### src/shared/pir_pkg.sv
package pir_pkg;

    localparam int CLK_HZ = 100_000_000;
    localparam int OSC_HZ = 32_000;
    localparam logic [11:0] TICK_CYCLES = 12'(CLK_HZ / OSC_HZ);

    localparam logic [2:0] SETUP_TICKS = 3'h3;
    localparam logic [2:0] ABORT_TICKS = 3'h4;
    localparam logic [5:0] PKT_TICKS = 6'h20;
    localparam logic [9:0] PERIOD_TICKS = 10'h200;
    localparam logic [9:0] SHORT_TICKS = 10'h200;
    localparam int BLIND_UNIT_MS = 500;
    localparam int BLIND_UNIT_TICKS = BLIND_UNIT_MS * OSC_HZ / 1000;
    localparam int BIT_HOLD_NS = 2000;
    localparam logic [7:0] BIT_HOLD_CYCLES = 8'((BIT_HOLD_NS * (CLK_HZ / 1_000_000) + 999) / 1000);

    localparam logic [13:0] ADC_LOW = 14'h01FF;
    localparam logic [13:0] ADC_SHORT_HI = 14'h3E00;
    localparam logic [13:0] ADC_MAX_OUT = 14'h3E01;
    localparam logic [13:0] ADC_RESET = 14'h01FF;

    localparam logic [5:0] PKT_LAST = 6'h27;
    localparam int ADC_LSB = 25;
    localparam int MODE_LSB = 7;
    localparam int SRC_LSB = 5;
    localparam int BLIND_LSB = 13;
    localparam logic [24:0] CFG_RESET = 25'h0000010;

    localparam logic [1:0] MODE_FORCED = 2'h0;
    localparam logic [1:0] MODE_PERIODIC = 2'h1;
    localparam logic [1:0] MODE_WAKE = 2'h2;
    localparam logic [1:0] SRC_BAND_PASS = 2'h0;

    localparam logic [3:0] REG_CONFIG = 4'h0;
    localparam logic [3:0] REG_STATUS = 4'h4;
    localparam logic [3:0] REG_ADC = 4'h8;
    localparam logic [1:0] RESP_OKAY = 2'h0;
    localparam logic [1:0] RESP_SLVERR = 2'h2;

    typedef enum logic [1:0] {
        ST_IDLE = 2'b00,
        ST_IRQ = 2'b01,
        ST_WAIT = 2'b10,
        ST_DRIVE = 2'b11
    } pir_state_type;

    // Maps a byte address to a register index, 3 when unmapped.
    function automatic logic [1:0] pir_sel(input logic [3:0] addr);
        if (addr == REG_CONFIG) begin
            return 2'h0;
        end else if (addr == REG_STATUS) begin
            return 2'h1;
        end else if (addr == REG_ADC) begin
            return 2'h2;
        end else begin
            return 2'h3;
        end
    endfunction : pir_sel

    // Blind interval in oscillator ticks.
    function automatic logic [17:0] pir_blind_ticks(input logic [3:0] b);
        return 18'((int'(b) + 1) * BLIND_UNIT_TICKS);
    endfunction : pir_blind_ticks

endpackage : pir_pkg

### src/core/pir_sync.sv
`timescale 1ns/1ps
module pir_sync (
    input wire logic aclk,
    input wire logic aresetn,
    input wire logic d,
    output logic q
);
    logic meta_ff;
    logic nxt_meta;
    logic nxt_q;

    always_comb begin
        nxt_meta = d;
        nxt_q = meta_ff;
    end

    always_ff @(posedge aclk) begin
        if (!aresetn) begin
            meta_ff <= 1'b0;
            q <= 1'b0;
        end else begin
            meta_ff <= nxt_meta;
            q <= nxt_q;
        end
    end
endmodule : pir_sync

### src/core/pir_tick.sv
`timescale 1ns/1ps
module pir_tick (
    input wire logic aclk,
    input wire logic aresetn,
    output logic tick
);
    import pir_pkg::*;

    logic [11:0] cnt_ff;
    logic [11:0] nxt_cnt;
    logic nxt_tick;

    // Stands in for the internal oscillator: one pulse per oscillator period.
    always_comb begin
        nxt_tick = (cnt_ff == TICK_CYCLES - 12'h001);
        nxt_cnt = nxt_tick ? 12'h000 : cnt_ff + 12'h001;
    end

    always_ff @(posedge aclk) begin
        if (!aresetn) begin
            cnt_ff <= 12'h000;
            tick <= 1'b0;
        end else begin
            cnt_ff <= nxt_cnt;
            tick <= nxt_tick;
        end
    end
endmodule : pir_tick

### src/core/pir_readout.sv
// Chosen here: the AXI4-Lite slave port and the placing of the registers.
`timescale 1ns/1ps
// Contract
// Host starts a forced read-out by holding the line high three oscillator ticks.
// Each host rising edge after setup makes the device present the next bit.
// Bits leave most significant first down to bit 0 until the packet ends.
// After bit 0 the host drives the line low, then releases it.
// Host keeps each bit period within one tick, never low beyond 22 us.
// Host reads a whole packet within 32 oscillator ticks.
// Host starts with bit periods just under 22 us, then shortens them. pir_host uses one fixed period of 38 lclk (about 3 us).
// Host aborts by holding the line low four ticks, then releasing it.
// Periodic mode drives the line high every 512 ticks.
// In periodic mode the host finishes each packet before the next high.
// Wake mode drives the line high on motion and keeps it latched.
// Host clears a motion alarm by pulling the line low one tick.
// Clearing a motion alarm blocks motion detection for the blind interval.
// After an interrupt, the first rising edge yields the MSB without setup.
// No interrupt is raised while the host is using the line.
// Out-of-range conversions short the converter input for 512 ticks.
// The packet's converter value lies between 511 and 2^14 minus 511.
// Host sample interval is at least 2 ms, at most 12.5 ms when periodic. The testbench reads closer together than 2 ms.
// Packet is 40 bits: zero, 14-bit converter value, 25-bit configuration.
// Converter value is two's complement for band-pass source, else unsigned.
// Mode 0 forced, 1 periodic, 2 wake-up on motion, 3 reserved.
// Blind interval is 0.5 s plus the blind setting times 0.5 s.
// Host releases after each strobe and samples the bit before going low.
// Device drives the line only for a bit or an interrupt high.
module pir_readout (
    input wire logic aclk,
    input wire logic aresetn,
    input wire logic [3:0] s_axi_awaddr,
    input wire logic s_axi_awvalid,
    output logic s_axi_awready,
    input wire logic [31:0] s_axi_wdata,
    input wire logic [3:0] s_axi_wstrb,
    input wire logic s_axi_wvalid,
    output logic s_axi_wready,
    output logic [1:0] s_axi_bresp,
    output logic s_axi_bvalid,
    input wire logic s_axi_bready,
    input wire logic [3:0] s_axi_araddr,
    input wire logic s_axi_arvalid,
    output logic s_axi_arready,
    output logic [31:0] s_axi_rdata,
    output logic [1:0] s_axi_rresp,
    output logic s_axi_rvalid,
    input wire logic s_axi_rready,
    input wire logic [13:0] adc_sample,
    input wire logic adc_valid,
    input wire logic motion_event,
    input wire logic dl_i,
    output logic dl_o,
    output logic dl_oe_n,
    output logic adc_short
);
    import pir_pkg::*;

    logic tick;
    logic line_s;
    pir_state_type state_ff, nxt_state;
    logic line_q_ff, nxt_line_q;
    logic [5:0] idx_ff, nxt_idx;
    logic [2:0] lvl_cnt_ff, nxt_lvl_cnt;
    logic [5:0] pkt_cnt_ff, nxt_pkt_cnt;
    logic [7:0] hold_ff, nxt_hold;
    logic [39:0] pkt_ff, nxt_pkt;
    logic [9:0] period_ff, nxt_period;
    logic [17:0] blind_ff, nxt_blind;
    logic [9:0] short_ff, nxt_short;
    logic [13:0] adc_ff, nxt_adc;
    logic motion_ff, nxt_motion;
    logic nxt_dl_o, nxt_dl_oe_n, nxt_adc_short;
    logic [24:0] cfg_ff, nxt_cfg;
    logic bvalid_ff, nxt_bvalid, rvalid_ff, nxt_rvalid;
    logic [1:0] bresp_ff, nxt_bresp, rresp_ff, nxt_rresp;
    logic [31:0] rdata_ff, nxt_rdata;
    logic [1:0] mode, src;
    logic rise, fall, period_hit, irq_ok, cur_bit, wr_go, rd_go, out_range;
    logic [17:0] blind_load;
    logic [39:0] pkt_build;
    logic [13:0] adc_word;
    logic [1:0] wsel, rsel;

    pir_tick u_tick (
        .aclk(aclk),
        .aresetn(aresetn),
        .tick(tick)
    );

    pir_sync u_sync (
        .aclk(aclk),
        .aresetn(aresetn),
        .d(dl_i),
        .q(line_s)
    );

    assign mode = cfg_ff[MODE_LSB +: 2];
    assign src = cfg_ff[SRC_LSB +: 2];
    assign rise = line_s & ~line_q_ff;
    assign fall = ~line_s & line_q_ff;
    assign cur_bit = pkt_ff[idx_ff];
    assign blind_load = pir_blind_ticks(cfg_ff[BLIND_LSB +: 4]);
    assign period_hit = tick && (period_ff == PERIOD_TICKS - 10'h001);
    assign irq_ok = (state_ff == ST_IDLE) && !line_s;
    assign out_range = adc_valid && ((adc_sample > ADC_SHORT_HI) || (adc_sample < ADC_LOW));
    assign adc_word = (src == SRC_BAND_PASS) ? {~adc_ff[13], adc_ff[12:0]} : adc_ff;
    assign pkt_build = {1'b0, adc_word, cfg_ff};

    always_comb begin
        nxt_state = state_ff;
        nxt_line_q = line_s;
        nxt_idx = idx_ff;
        nxt_lvl_cnt = lvl_cnt_ff;
        nxt_pkt_cnt = pkt_cnt_ff;
        nxt_hold = hold_ff;
        nxt_pkt = pkt_ff;
        nxt_period = period_hit ? 10'h000 : period_ff + {9'h000, tick};
        nxt_blind = (blind_ff != 18'h00000 && tick) ? blind_ff - 18'h00001 : blind_ff;
        nxt_short = (short_ff != 10'h000 && tick) ? short_ff - 10'h001 : short_ff;
        nxt_adc = adc_ff;
        nxt_motion = motion_ff;
        if (mode != MODE_PERIODIC) begin
            nxt_period = 10'h000;
        end
        if (adc_valid) begin
            if (adc_sample < ADC_LOW) begin
                nxt_adc = ADC_LOW;
            end else if (adc_sample > ADC_MAX_OUT) begin
                nxt_adc = ADC_MAX_OUT;
            end else begin
                nxt_adc = adc_sample;
            end
        end
        if (out_range) begin
            nxt_short = SHORT_TICKS;
        end
        case (state_ff)
            ST_IDLE: begin
                nxt_lvl_cnt = line_s ? lvl_cnt_ff + {2'h0, tick} : 3'h0;
                if (line_s && lvl_cnt_ff >= SETUP_TICKS) begin
                    nxt_state = ST_WAIT;
                    nxt_pkt = pkt_build;
                end else if (mode == MODE_PERIODIC && period_hit && irq_ok) begin
                    nxt_state = ST_IRQ;
                    nxt_pkt = pkt_build;
                end else if (mode == MODE_WAKE && motion_ff && irq_ok) begin
                    nxt_state = ST_IRQ;
                    nxt_pkt = pkt_build;
                    nxt_motion = 1'b0;
                end
                nxt_idx = PKT_LAST;
                nxt_pkt_cnt = 6'h00;
                if (nxt_state != ST_IDLE) begin
                    nxt_lvl_cnt = 3'h0;
                end
            end
            ST_IRQ: begin
                // Clear on a fall, as the synchroniser still shows low just after entry.
                if (fall) begin
                    nxt_state = ST_WAIT;
                    nxt_idx = PKT_LAST;
                    if (mode == MODE_WAKE) begin
                        nxt_blind = blind_load;
                        nxt_motion = 1'b0;
                    end
                end
            end
            ST_WAIT: begin
                nxt_lvl_cnt = line_s ? 3'h0 : lvl_cnt_ff + {2'h0, tick};
                nxt_pkt_cnt = pkt_cnt_ff + {5'h00, tick};
                if (rise) begin
                    nxt_state = ST_DRIVE;
                    nxt_hold = BIT_HOLD_CYCLES;
                end else if (lvl_cnt_ff >= ABORT_TICKS || pkt_cnt_ff >= PKT_TICKS) begin
                    nxt_state = ST_IDLE;
                end
                if (nxt_state != ST_WAIT) begin
                    nxt_lvl_cnt = 3'h0;
                end
            end
            ST_DRIVE: begin
                nxt_pkt_cnt = pkt_cnt_ff + {5'h00, tick};
                nxt_hold = hold_ff - 8'h01;
                if (hold_ff == 8'h00) begin
                    if (idx_ff == 6'h00) begin
                        nxt_state = ST_IDLE;
                    end else begin
                        nxt_state = ST_WAIT;
                        nxt_idx = idx_ff - 6'h01;
                    end
                end
            end
            default: begin
                nxt_state = ST_IDLE;
            end
        endcase
        if (motion_event && mode == MODE_WAKE && nxt_blind == 18'h00000) begin
            nxt_motion = 1'b1;
        end
        nxt_dl_oe_n = !(nxt_state == ST_IRQ || nxt_state == ST_DRIVE);
        nxt_dl_o = (nxt_state == ST_IRQ) || (nxt_state == ST_DRIVE && nxt_pkt[nxt_idx]);
        nxt_adc_short = (nxt_short != 10'h000);
    end

    always_ff @(posedge aclk) begin
        if (!aresetn) begin
            state_ff <= ST_IDLE;
            line_q_ff <= 1'b0;
            idx_ff <= PKT_LAST;
            lvl_cnt_ff <= 3'h0;
            pkt_cnt_ff <= 6'h00;
            hold_ff <= 8'h00;
            pkt_ff <= 40'h0000000000;
            period_ff <= 10'h000;
            blind_ff <= 18'h00000;
            short_ff <= 10'h000;
            adc_ff <= ADC_RESET;
            motion_ff <= 1'b0;
            dl_o <= 1'b0;
            dl_oe_n <= 1'b1;
            adc_short <= 1'b0;
        end else begin
            state_ff <= nxt_state;
            line_q_ff <= nxt_line_q;
            idx_ff <= nxt_idx;
            lvl_cnt_ff <= nxt_lvl_cnt;
            pkt_cnt_ff <= nxt_pkt_cnt;
            hold_ff <= nxt_hold;
            pkt_ff <= nxt_pkt;
            period_ff <= nxt_period;
            blind_ff <= nxt_blind;
            short_ff <= nxt_short;
            adc_ff <= nxt_adc;
            motion_ff <= nxt_motion;
            dl_o <= nxt_dl_o;
            dl_oe_n <= nxt_dl_oe_n;
            adc_short <= nxt_adc_short;
        end
    end

    // Register slave: a write is taken once address and data are both offered and no write response is pending.
    assign wr_go = s_axi_awvalid && s_axi_wvalid && !bvalid_ff;
    assign rd_go = s_axi_arvalid && !rvalid_ff;
    assign s_axi_awready = wr_go;
    assign s_axi_wready = wr_go;
    assign s_axi_arready = !rvalid_ff;
    assign s_axi_bvalid = bvalid_ff;
    assign s_axi_bresp = bresp_ff;
    assign s_axi_rvalid = rvalid_ff;
    assign s_axi_rresp = rresp_ff;
    assign s_axi_rdata = rdata_ff;
    assign wsel = pir_sel(s_axi_awaddr);
    assign rsel = pir_sel(s_axi_araddr);

    always_comb begin
        nxt_cfg = cfg_ff;
        nxt_bvalid = bvalid_ff && !s_axi_bready;
        nxt_bresp = bresp_ff;
        nxt_rvalid = rvalid_ff && !s_axi_rready;
        nxt_rresp = rresp_ff;
        nxt_rdata = rdata_ff;
        if (wr_go) begin
            nxt_bvalid = 1'b1;
            nxt_bresp = RESP_OKAY;
            if (wsel == 2'h0) begin
                for (int i = 0; i < 25; i++) begin
                    if (s_axi_wstrb[i / 8]) begin
                        nxt_cfg[i] = s_axi_wdata[i];
                    end
                end
            end else if (wsel == 2'h3) begin
                nxt_bresp = RESP_SLVERR;
            end
        end
        if (rd_go) begin
            nxt_rvalid = 1'b1;
            nxt_rresp = RESP_OKAY;
            if (rsel == 2'h0) begin
                nxt_rdata = {7'h00, cfg_ff};
            end else if (rsel == 2'h1) begin
                nxt_rdata = {21'h000000, adc_short, blind_ff != 18'h00000, motion_ff,
                             state_ff, idx_ff};
            end else if (rsel == 2'h2) begin
                nxt_rdata = {18'h00000, adc_ff};
            end else begin
                nxt_rdata = 32'h00000000;
                nxt_rresp = RESP_SLVERR;
            end
        end
    end

    always_ff @(posedge aclk) begin
        if (!aresetn) begin
            cfg_ff <= CFG_RESET;
            bvalid_ff <= 1'b0;
            bresp_ff <= RESP_OKAY;
            rvalid_ff <= 1'b0;
            rresp_ff <= RESP_OKAY;
            rdata_ff <= 32'h00000000;
        end else begin
            cfg_ff <= nxt_cfg;
            bvalid_ff <= nxt_bvalid;
            bresp_ff <= nxt_bresp;
            rvalid_ff <= nxt_rvalid;
            rresp_ff <= nxt_rresp;
            rdata_ff <= nxt_rdata;
        end
    end
endmodule : pir_readout

### config.mk
export PLATFORM = sky130hd
export DESIGN_NAME = pir_readout
export DESIGN_NICKNAME = d
export VERILOG_FILES = /design/src/shared/pir_pkg.sv /design/src/core/pir_sync.sv /design/src/core/pir_tick.sv /design/src/core/pir_readout.sv
export SDC_FILE = /design/constraint.sdc
export NUM_CORES = 1
export LEC_CHECK = 0
export ABC_AREA = 1
export BUFFER_PORTS_ARGS = -buffer_cell sky130_fd_sc_hd__buf_2
export CAP_MARGIN = 20
export CORE_ASPECT_RATIO = 0.5
export CORE_MARGIN = 2
export CORE_UTILIZATION = 51
export CTS_BUF_LIST = sky130_fd_sc_hd__clkbuf_16
export DETAILED_ROUTE_END_ITERATION = 10
export PLACE_DENSITY = 0.82
export SLEW_MARGIN = 10
export SYNTH_ARGS = -nofsm -noshare
export SYNTH_HDL_FRONTEND = slang
export SYNTH_SLANG_ARGS = --single-unit
### constraint.sdc
create_clock -name aclk -period 7.4 [get_ports aclk]
set_input_delay 0.74 -clock aclk [delete_from_list [all_inputs] [get_ports aclk]]
set_output_delay 0.74 -clock aclk [all_outputs]
set_load 0.02 [all_outputs]
==> Yosys cells after proc, flatten, opt, wreduce, memory -nomap -nowiden <==
Cells that the tools add are included.
{ "totals": {"reg_bits": 200, "in_bits": 68, "output_inout_bits": 44, "word_cells": 190} }
{ "classes": {"n_addsub": 9, "mul": 1, "magnitude_cmp": 7, "n_eq_ne": 24, "mux": 61, "bitwise": 6, "n_reduce_logical": 54} }
{ "op_table": {"columns": ["op", "count"], "rows": [
  ["$mux W40", 4],
  ["$mux W18", 4],
  ["$mux W14", 5],
  ["$mux W2", 19],
  ["$gt A14 B14 Y1 const B", 2],
  ["$mux W25", 1],
  ["$mux W10", 2],
  ["$reduce_bool A10 Y1", 2],
  ["$logic_and A1 B1 Y1", 18],
  ["$logic_not A18 Y1", 1],
  ["$mux W6", 3],
  ["$pmux W6 S3", 1],
  ["$reduce_bool A18 Y1", 1],
  ["$sub A18 B1 Y18 const B", 1],
  ["$pmux W8 S2", 1],
  ["$lt A14 B9 Y1 const B", 1],
  ["$add A12 B1 Y12 const B", 1],
  ["$eq A12 B12 Y1 const B", 1],
  ["$eq A2 B2 Y1 const B", 6],
  ["$mux W3", 4],
  ["$pmux W6 S2", 1],
  ["$reduce_and A3 Y1", 4],
  ["$mul A5 B7 Y11 const B", 1],
  ["$mux W1", 11],
  ["39 further kinds", 67]
]} }

==> Depth between registers and ports, before layout <==
{ "depth": {"depth_word": 11, "mapped_depth": 21, "ltp_nobuf": 21} }

==> Hierarchy <==
From an unflattened synthesis, not the netlist that was laid out.
{ "unflattened": {"hier_cells": 1474, "hier_area_um2": 10231.1} }
{ "by_module_without_submodules": {"columns": ["mod", "instances", "cells_each", "area_each_um2", "seq_area_each_um2"], "rows": [
  ["pir_readout", 1, 1381, 9496.6, 3523.4],
  ["pir_tick", 1, 87, 679.4, 260.2],
  ["pir_sync", 1, 6, 55.1, 40.0]
]} }

==> Least setup slack after synthesis <==
Ideal clock, no wire load.
{ "synth_timing": {"path_kind": "reg2reg", "start": "register cfg_ff[13]", "end": "register motion_ff", "setup_time_ns": 0.071, "arrival_ns": 4.046, "required_ns": 7.329, "path_slack_ns": 3.283, "path_stages_with_launch": 20, "n_path_buf": 0, "period_less_slack_ns": 4.117, "path_cell_list": "dfxtp_1 > ha_1 > xor2_1 > inv_1 > fa_1 > fa_1 > fa_1 > inv_1 > ha_1 > a21oi_1 > nand2_1 > nand2_1 > nand2_1 > a21oi_1 > xnor2_1 > mux2i_1 > nand4_1 > nor2_1 > nand3b_1 > a21oi_1"} }
{ "synth_via": {"elab_chain_cells": 9, "word_cells_on_any_way": 15, "cone_classes": "add/sub (1); mul (1); eq/ne (5); mux (4); reduce/logical (4)"} }
{ "synth_rtl": {"columns": ["element", "line", "text"], "rows": [
  ["from (decl)", "pir_readout.sv:73", "logic [24:0] cfg_ff, nxt_cfg;"],
  ["from (signal assigned)", "pir_readout.sv:301", "cfg_ff <= nxt_cfg;"],
  ["$add A4 B1 Y5 (*)", "pir_pkg.sv:62", "return 18'((int'(b) + 1) * BLIND_UNIT_TICKS);"],
  ["$mul A5 B7 Y11 (*)", "pir_pkg.sv:62", null],
  ["$mux W18 (*)", "pir_readout.sv:162", "if (mode == MODE_WAKE) begin"],
  ["$mux W18 (*)", "pir_readout.sv:159", "if (fall) begin"],
  ["$mux W18 (*)", "pir_readout.sv:137", "case (state_ff)"],
  ["$logic_not A18 Y1 (*)", "pir_readout.sv:197", "if (motion_event && mode == MODE_WAKE && nxt_blind == 18'h00000) begin"],
  ["$logic_and A1 B1 Y1 (*)", "pir_readout.sv:197", null],
  ["$ne A3 B3 Y1 (no line) (tied with other cells)", null, null],
  ["$reduce_and A6 Y1 (no line)", null, null],
  ["to (signal assigned)", "pir_readout.sv:234", "motion_ff <= nxt_motion;"],
  ["to (decl)", "pir_readout.sv:71", "logic motion_ff, nxt_motion;"]
]} }
Mark *: on every way between the ends. The rest lies on a longest branch, timed or not.
A chain may end at the register's enable or synchronous reset.

==> Worst setup path in the final report <==
Same ends and word-level chain as after synthesis.

==> impl_metrics.csv <==
group,metric,value,unit
placement,dp_cells,1743,
worst_setup_path,end_kind,"register",
placement,placement.io_buffers,95,
cts,cts_buffer_depth,2,
cts,post_cts_resized,0,
die,design.portCount,112,
die,dieArea,20900,um^2
timing,fin_crit_sh,62.7,%
layout,final_area,11100,um^2
die,core,19400,um^2
logic_synthesis,async_reset_ff_share,0,%
worst_hold_path,hp-class,"reg -> reg",
logic_synthesis,ys_seq_area_share,38.1,%
logic_synthesis,yosysMostFrequentCell,"nand2_1",
worst_setup_path,r2r_slack,2.76,ns
die,initial_utilization,51.8,%
detailed_routing,wirelength,25.5,mm
worst_setup_path,path_cells,"ha_1 > xor2_1 > inv_1 > fa_1 > fa_1 > fa_1 > inv_1 > ha_1 > a21oi_1 > nand2_1 > nand2_1 > nand2_1 > a21oi_1 > xnor2_1 > mux2i_1 > nand4_1 > nor2_1 > nand3b_1 > a21oi_1",
logic_synthesis,ys_ff_latch,191,
layout,multiInputGateArea,5130,um^2
layout,regArea,3820,um^2
logic_synthesis,synth_top_area_share,38.1,%
logic_synthesis,synth_edf_count,0,
timing,relSlewSlack,26.8,%
grt,grt_pass1_vias,8646,
grt,antenna_found_initial,0,
cts,path_clk_slew,0.07,ns
detailed_routing,ant_nets,0,
detailed_routing,drt_pass1_iterations,7,
timing,hold_viol,0,
layout,num_antenna_cells,0,
cts,cts_tree,"done",
cts,clock_latency,0.45,ns
worst_setup_path,startpoint_type,"register",
grt,globalRoute.totalOverflow,0,
flow_run,maxCapViolations,0,
logic_synthesis,synthTopCellsByArea,"dfxtp_1 (38%), nand2_1 (9.6%), nor2_1 (7.4%)",
grt,grtUsageTotal,24.3,%
timing,setup_viol,0,
power,ir_worst_vdd,0.177,mV
worst_setup_path,crit_fanout,7,
placement,placed_area,10500,um^2
worst_setup_path,r2r-start,"cfg_ff[13]",
timing,maxSlewViolCount,0,
logic_synthesis,synth_commonest_cells,"nand2_1 (258), nor2_1 (197), dfxtp_1 (191)",
worst_setup_path,cp_data_required_time,7.78,ns
cts,cts_buffers,17,
layout,fin_cells,1775,
worst_setup_path,crit_path_start,"cfg_ff[13]",
run_status,outcome,"complete, no violations",
timing,tightest_slew,1.10,ns
logic_synthesis,synth_area,10000,um^2
detailed_routing,viasPerCell,5.39,
power,power_density,193,nW/um^2
timing,rsz0062_at_grt,"false",
detailed_routing,post-route-drc-count,0,
layout,drive_gt1_share,10.8,%
worst_setup_path,slowest_delay,0.54,ns
logic_synthesis,syn_area_per_cell,7.00,um^2
die,die_x,202,um
grt,grt_pass1_wl,41.0,mm
cts,cts.sinks,191,
worst_setup_path,cp_slowest_cell,"dfxtp_1",
cts,cts_setup_buffers,0,
layout,layout.nets,1606,
cts,h-tree-depth,4,
detailed_routing,wl_per_cell,14.3,um
timing,setup-tns-final,0,ns
worst_setup_path,crit_path_end,"motion_ff",
worst_setup_path,cp.arrival,5.02,ns
placement,dp_hpwl,18.1,mm
logic_synthesis,synth_top_area_cell,"dfxtp_1",
grt,grt_max_degree,99,
cts,clock-root-buffer,"clkbuf_16",
timing,min_period,4.64,ns
worst_setup_path,path_class,"reg -> reg",
timing,timing.fmax,215,MHz
timing,holdWs,0.447,ns
placement,place.gp.congestion,0.883,
die,rows,36,
logic_synthesis,synthFlopType,"dfxtp_1",
logic_synthesis,syn_inst,1434,
detailed_routing,drt_iter0_drc,865,
worst_setup_path,rr_worst_depth,19,
layout,num-fill-cells,1778,
worst_setup_path,rr_endpoint,"motion_ff",
detailed_routing,vias,9572,
logic_synthesis,synth.distinct_cells,51,
die,die_h,103,um
power,leakagePower,5.17,nW
logic_synthesis,yosysWarnings,0,
layout,syn_to_final_growth,11.0,%
cts,hold_buffers,0,
timing,fin_worst_skew,0.00983,ns
[layout make-up]
class | instances | share of cell area, %
repair buffers | 100 | 4.60
clock inverters | 15 | 1.59
flip-flops and latches | 191 | 34.3
inverters | 197 | 6.64
well taps | 266 | 2.99
multi-input cells | 989 | 46.1
clock buffers | 17 | 3.82
[worst max-delay path: cells and delay by family (launching register included)]
family,cells,cell delay [ns]
AND/OR/NAND/NOR,6,0.57
flip-flops,1,0.54
multiplexers,1,0.19
buffers and inverters,2,0.19
adder cells (fa/ha/maj),5,2.19
AO/OA/AOI/OAI,3,0.44
XOR/XNOR,2,0.46
[power by group]
| group | switching (mW) | total [mW] | internal [mW] |
|---|---|---|---|
| Combinational | 0.0893 | 0.131 | 0.0415 |
| Clock | 0.430 | 0.966 | 0.537 |
| Sequential | 0.0118 | 1.06 | 1.05 |
| Total | 0.531 | 2.16 | 1.62 |
[flip-flops by register name (all words and copies together) (netlist names), 10 cells and up]
signal,flops
pkt_ff,40
s_axi_rdata,25
blind_ff,18
cfg_ff,25
u_tick.cnt_ff,12
short_ff,10
period_ff,10
adc_ff,14
[metrics by stage]
| stage | total power [mW] | setup slack (ns) | util, % |
|---|---|---|---|
| 2_1_floorplan | 1.16 | 3.28 | - |
| 3_3_place_gp | 1.21 | 2.90 | 54.4 |
| 3_5_place_dp | 1.21 | 2.77 | 54.4 |
| 4_1_cts | 2.16 | 2.74 | 57.5 |
| 5_1_grt | 2.22 | 2.36 | 57.5 |
| 6_report | 2.16 | 2.76 | 57.5 |
[layer usage]
metal / up-vias / GRT usage [%] / part of all wire [%]
met5: - / 0 / 0
met4: 0 / 7.97 / 1.4
met3: 30 / 6.20 / 8.2
met2: 338 / 39.4 / 45
met1: 4433 / 32.3 / 45
li1: 4771 / - / -
[logic make-up after synthesis]
family	synth area share, %
compound gates	14.0
xor+xnor	2.79
fa+ha+maj	5.98
buf+inv	11.1
flops	38.1
mux	0.0997
other cells	0.0374
simple gates	27.9
[placed cells by master, fill, tap and decap left out, types with 6 or more instances in the layout]
cell type / instances
a21oi_1: 107
xnor2_1: 10
inv_2: 11
conb_1: 9
nand2_2: 6
nor2_1: 197
inv_1: 179
fa_1: 10
o21ai_0: 85
nand3_1: 88
clkbuf_16: 17
nand2_1: 258
buf_2: 95
nand4_1: 29
o22ai_1: 20
xor2_1: 22
nor3_1: 36
o21ai_1: 18
clkinv_1: 10
dfxtp_1: 191
ha_1: 32
[how the worst min path moves through the flow]
stage / slack (ns) / start / endpoint / depth (start not counted)
global placement: 0.41 / u_sync.meta_ff / u_sync.q / 2
floorplan: 0.39 / u_sync.meta_ff / u_sync.q / 2
detailed placement: 0.42 / u_sync.meta_ff / u_sync.q / 2
finish: 0.45 / u_sync.meta_ff / u_sync.q / 2
global route: 0.47 / dl_i / u_sync.meta_ff / 3
CTS: 0.44 / u_sync.meta_ff / u_sync.q / 2
Power figures use the tool's default switching activity.
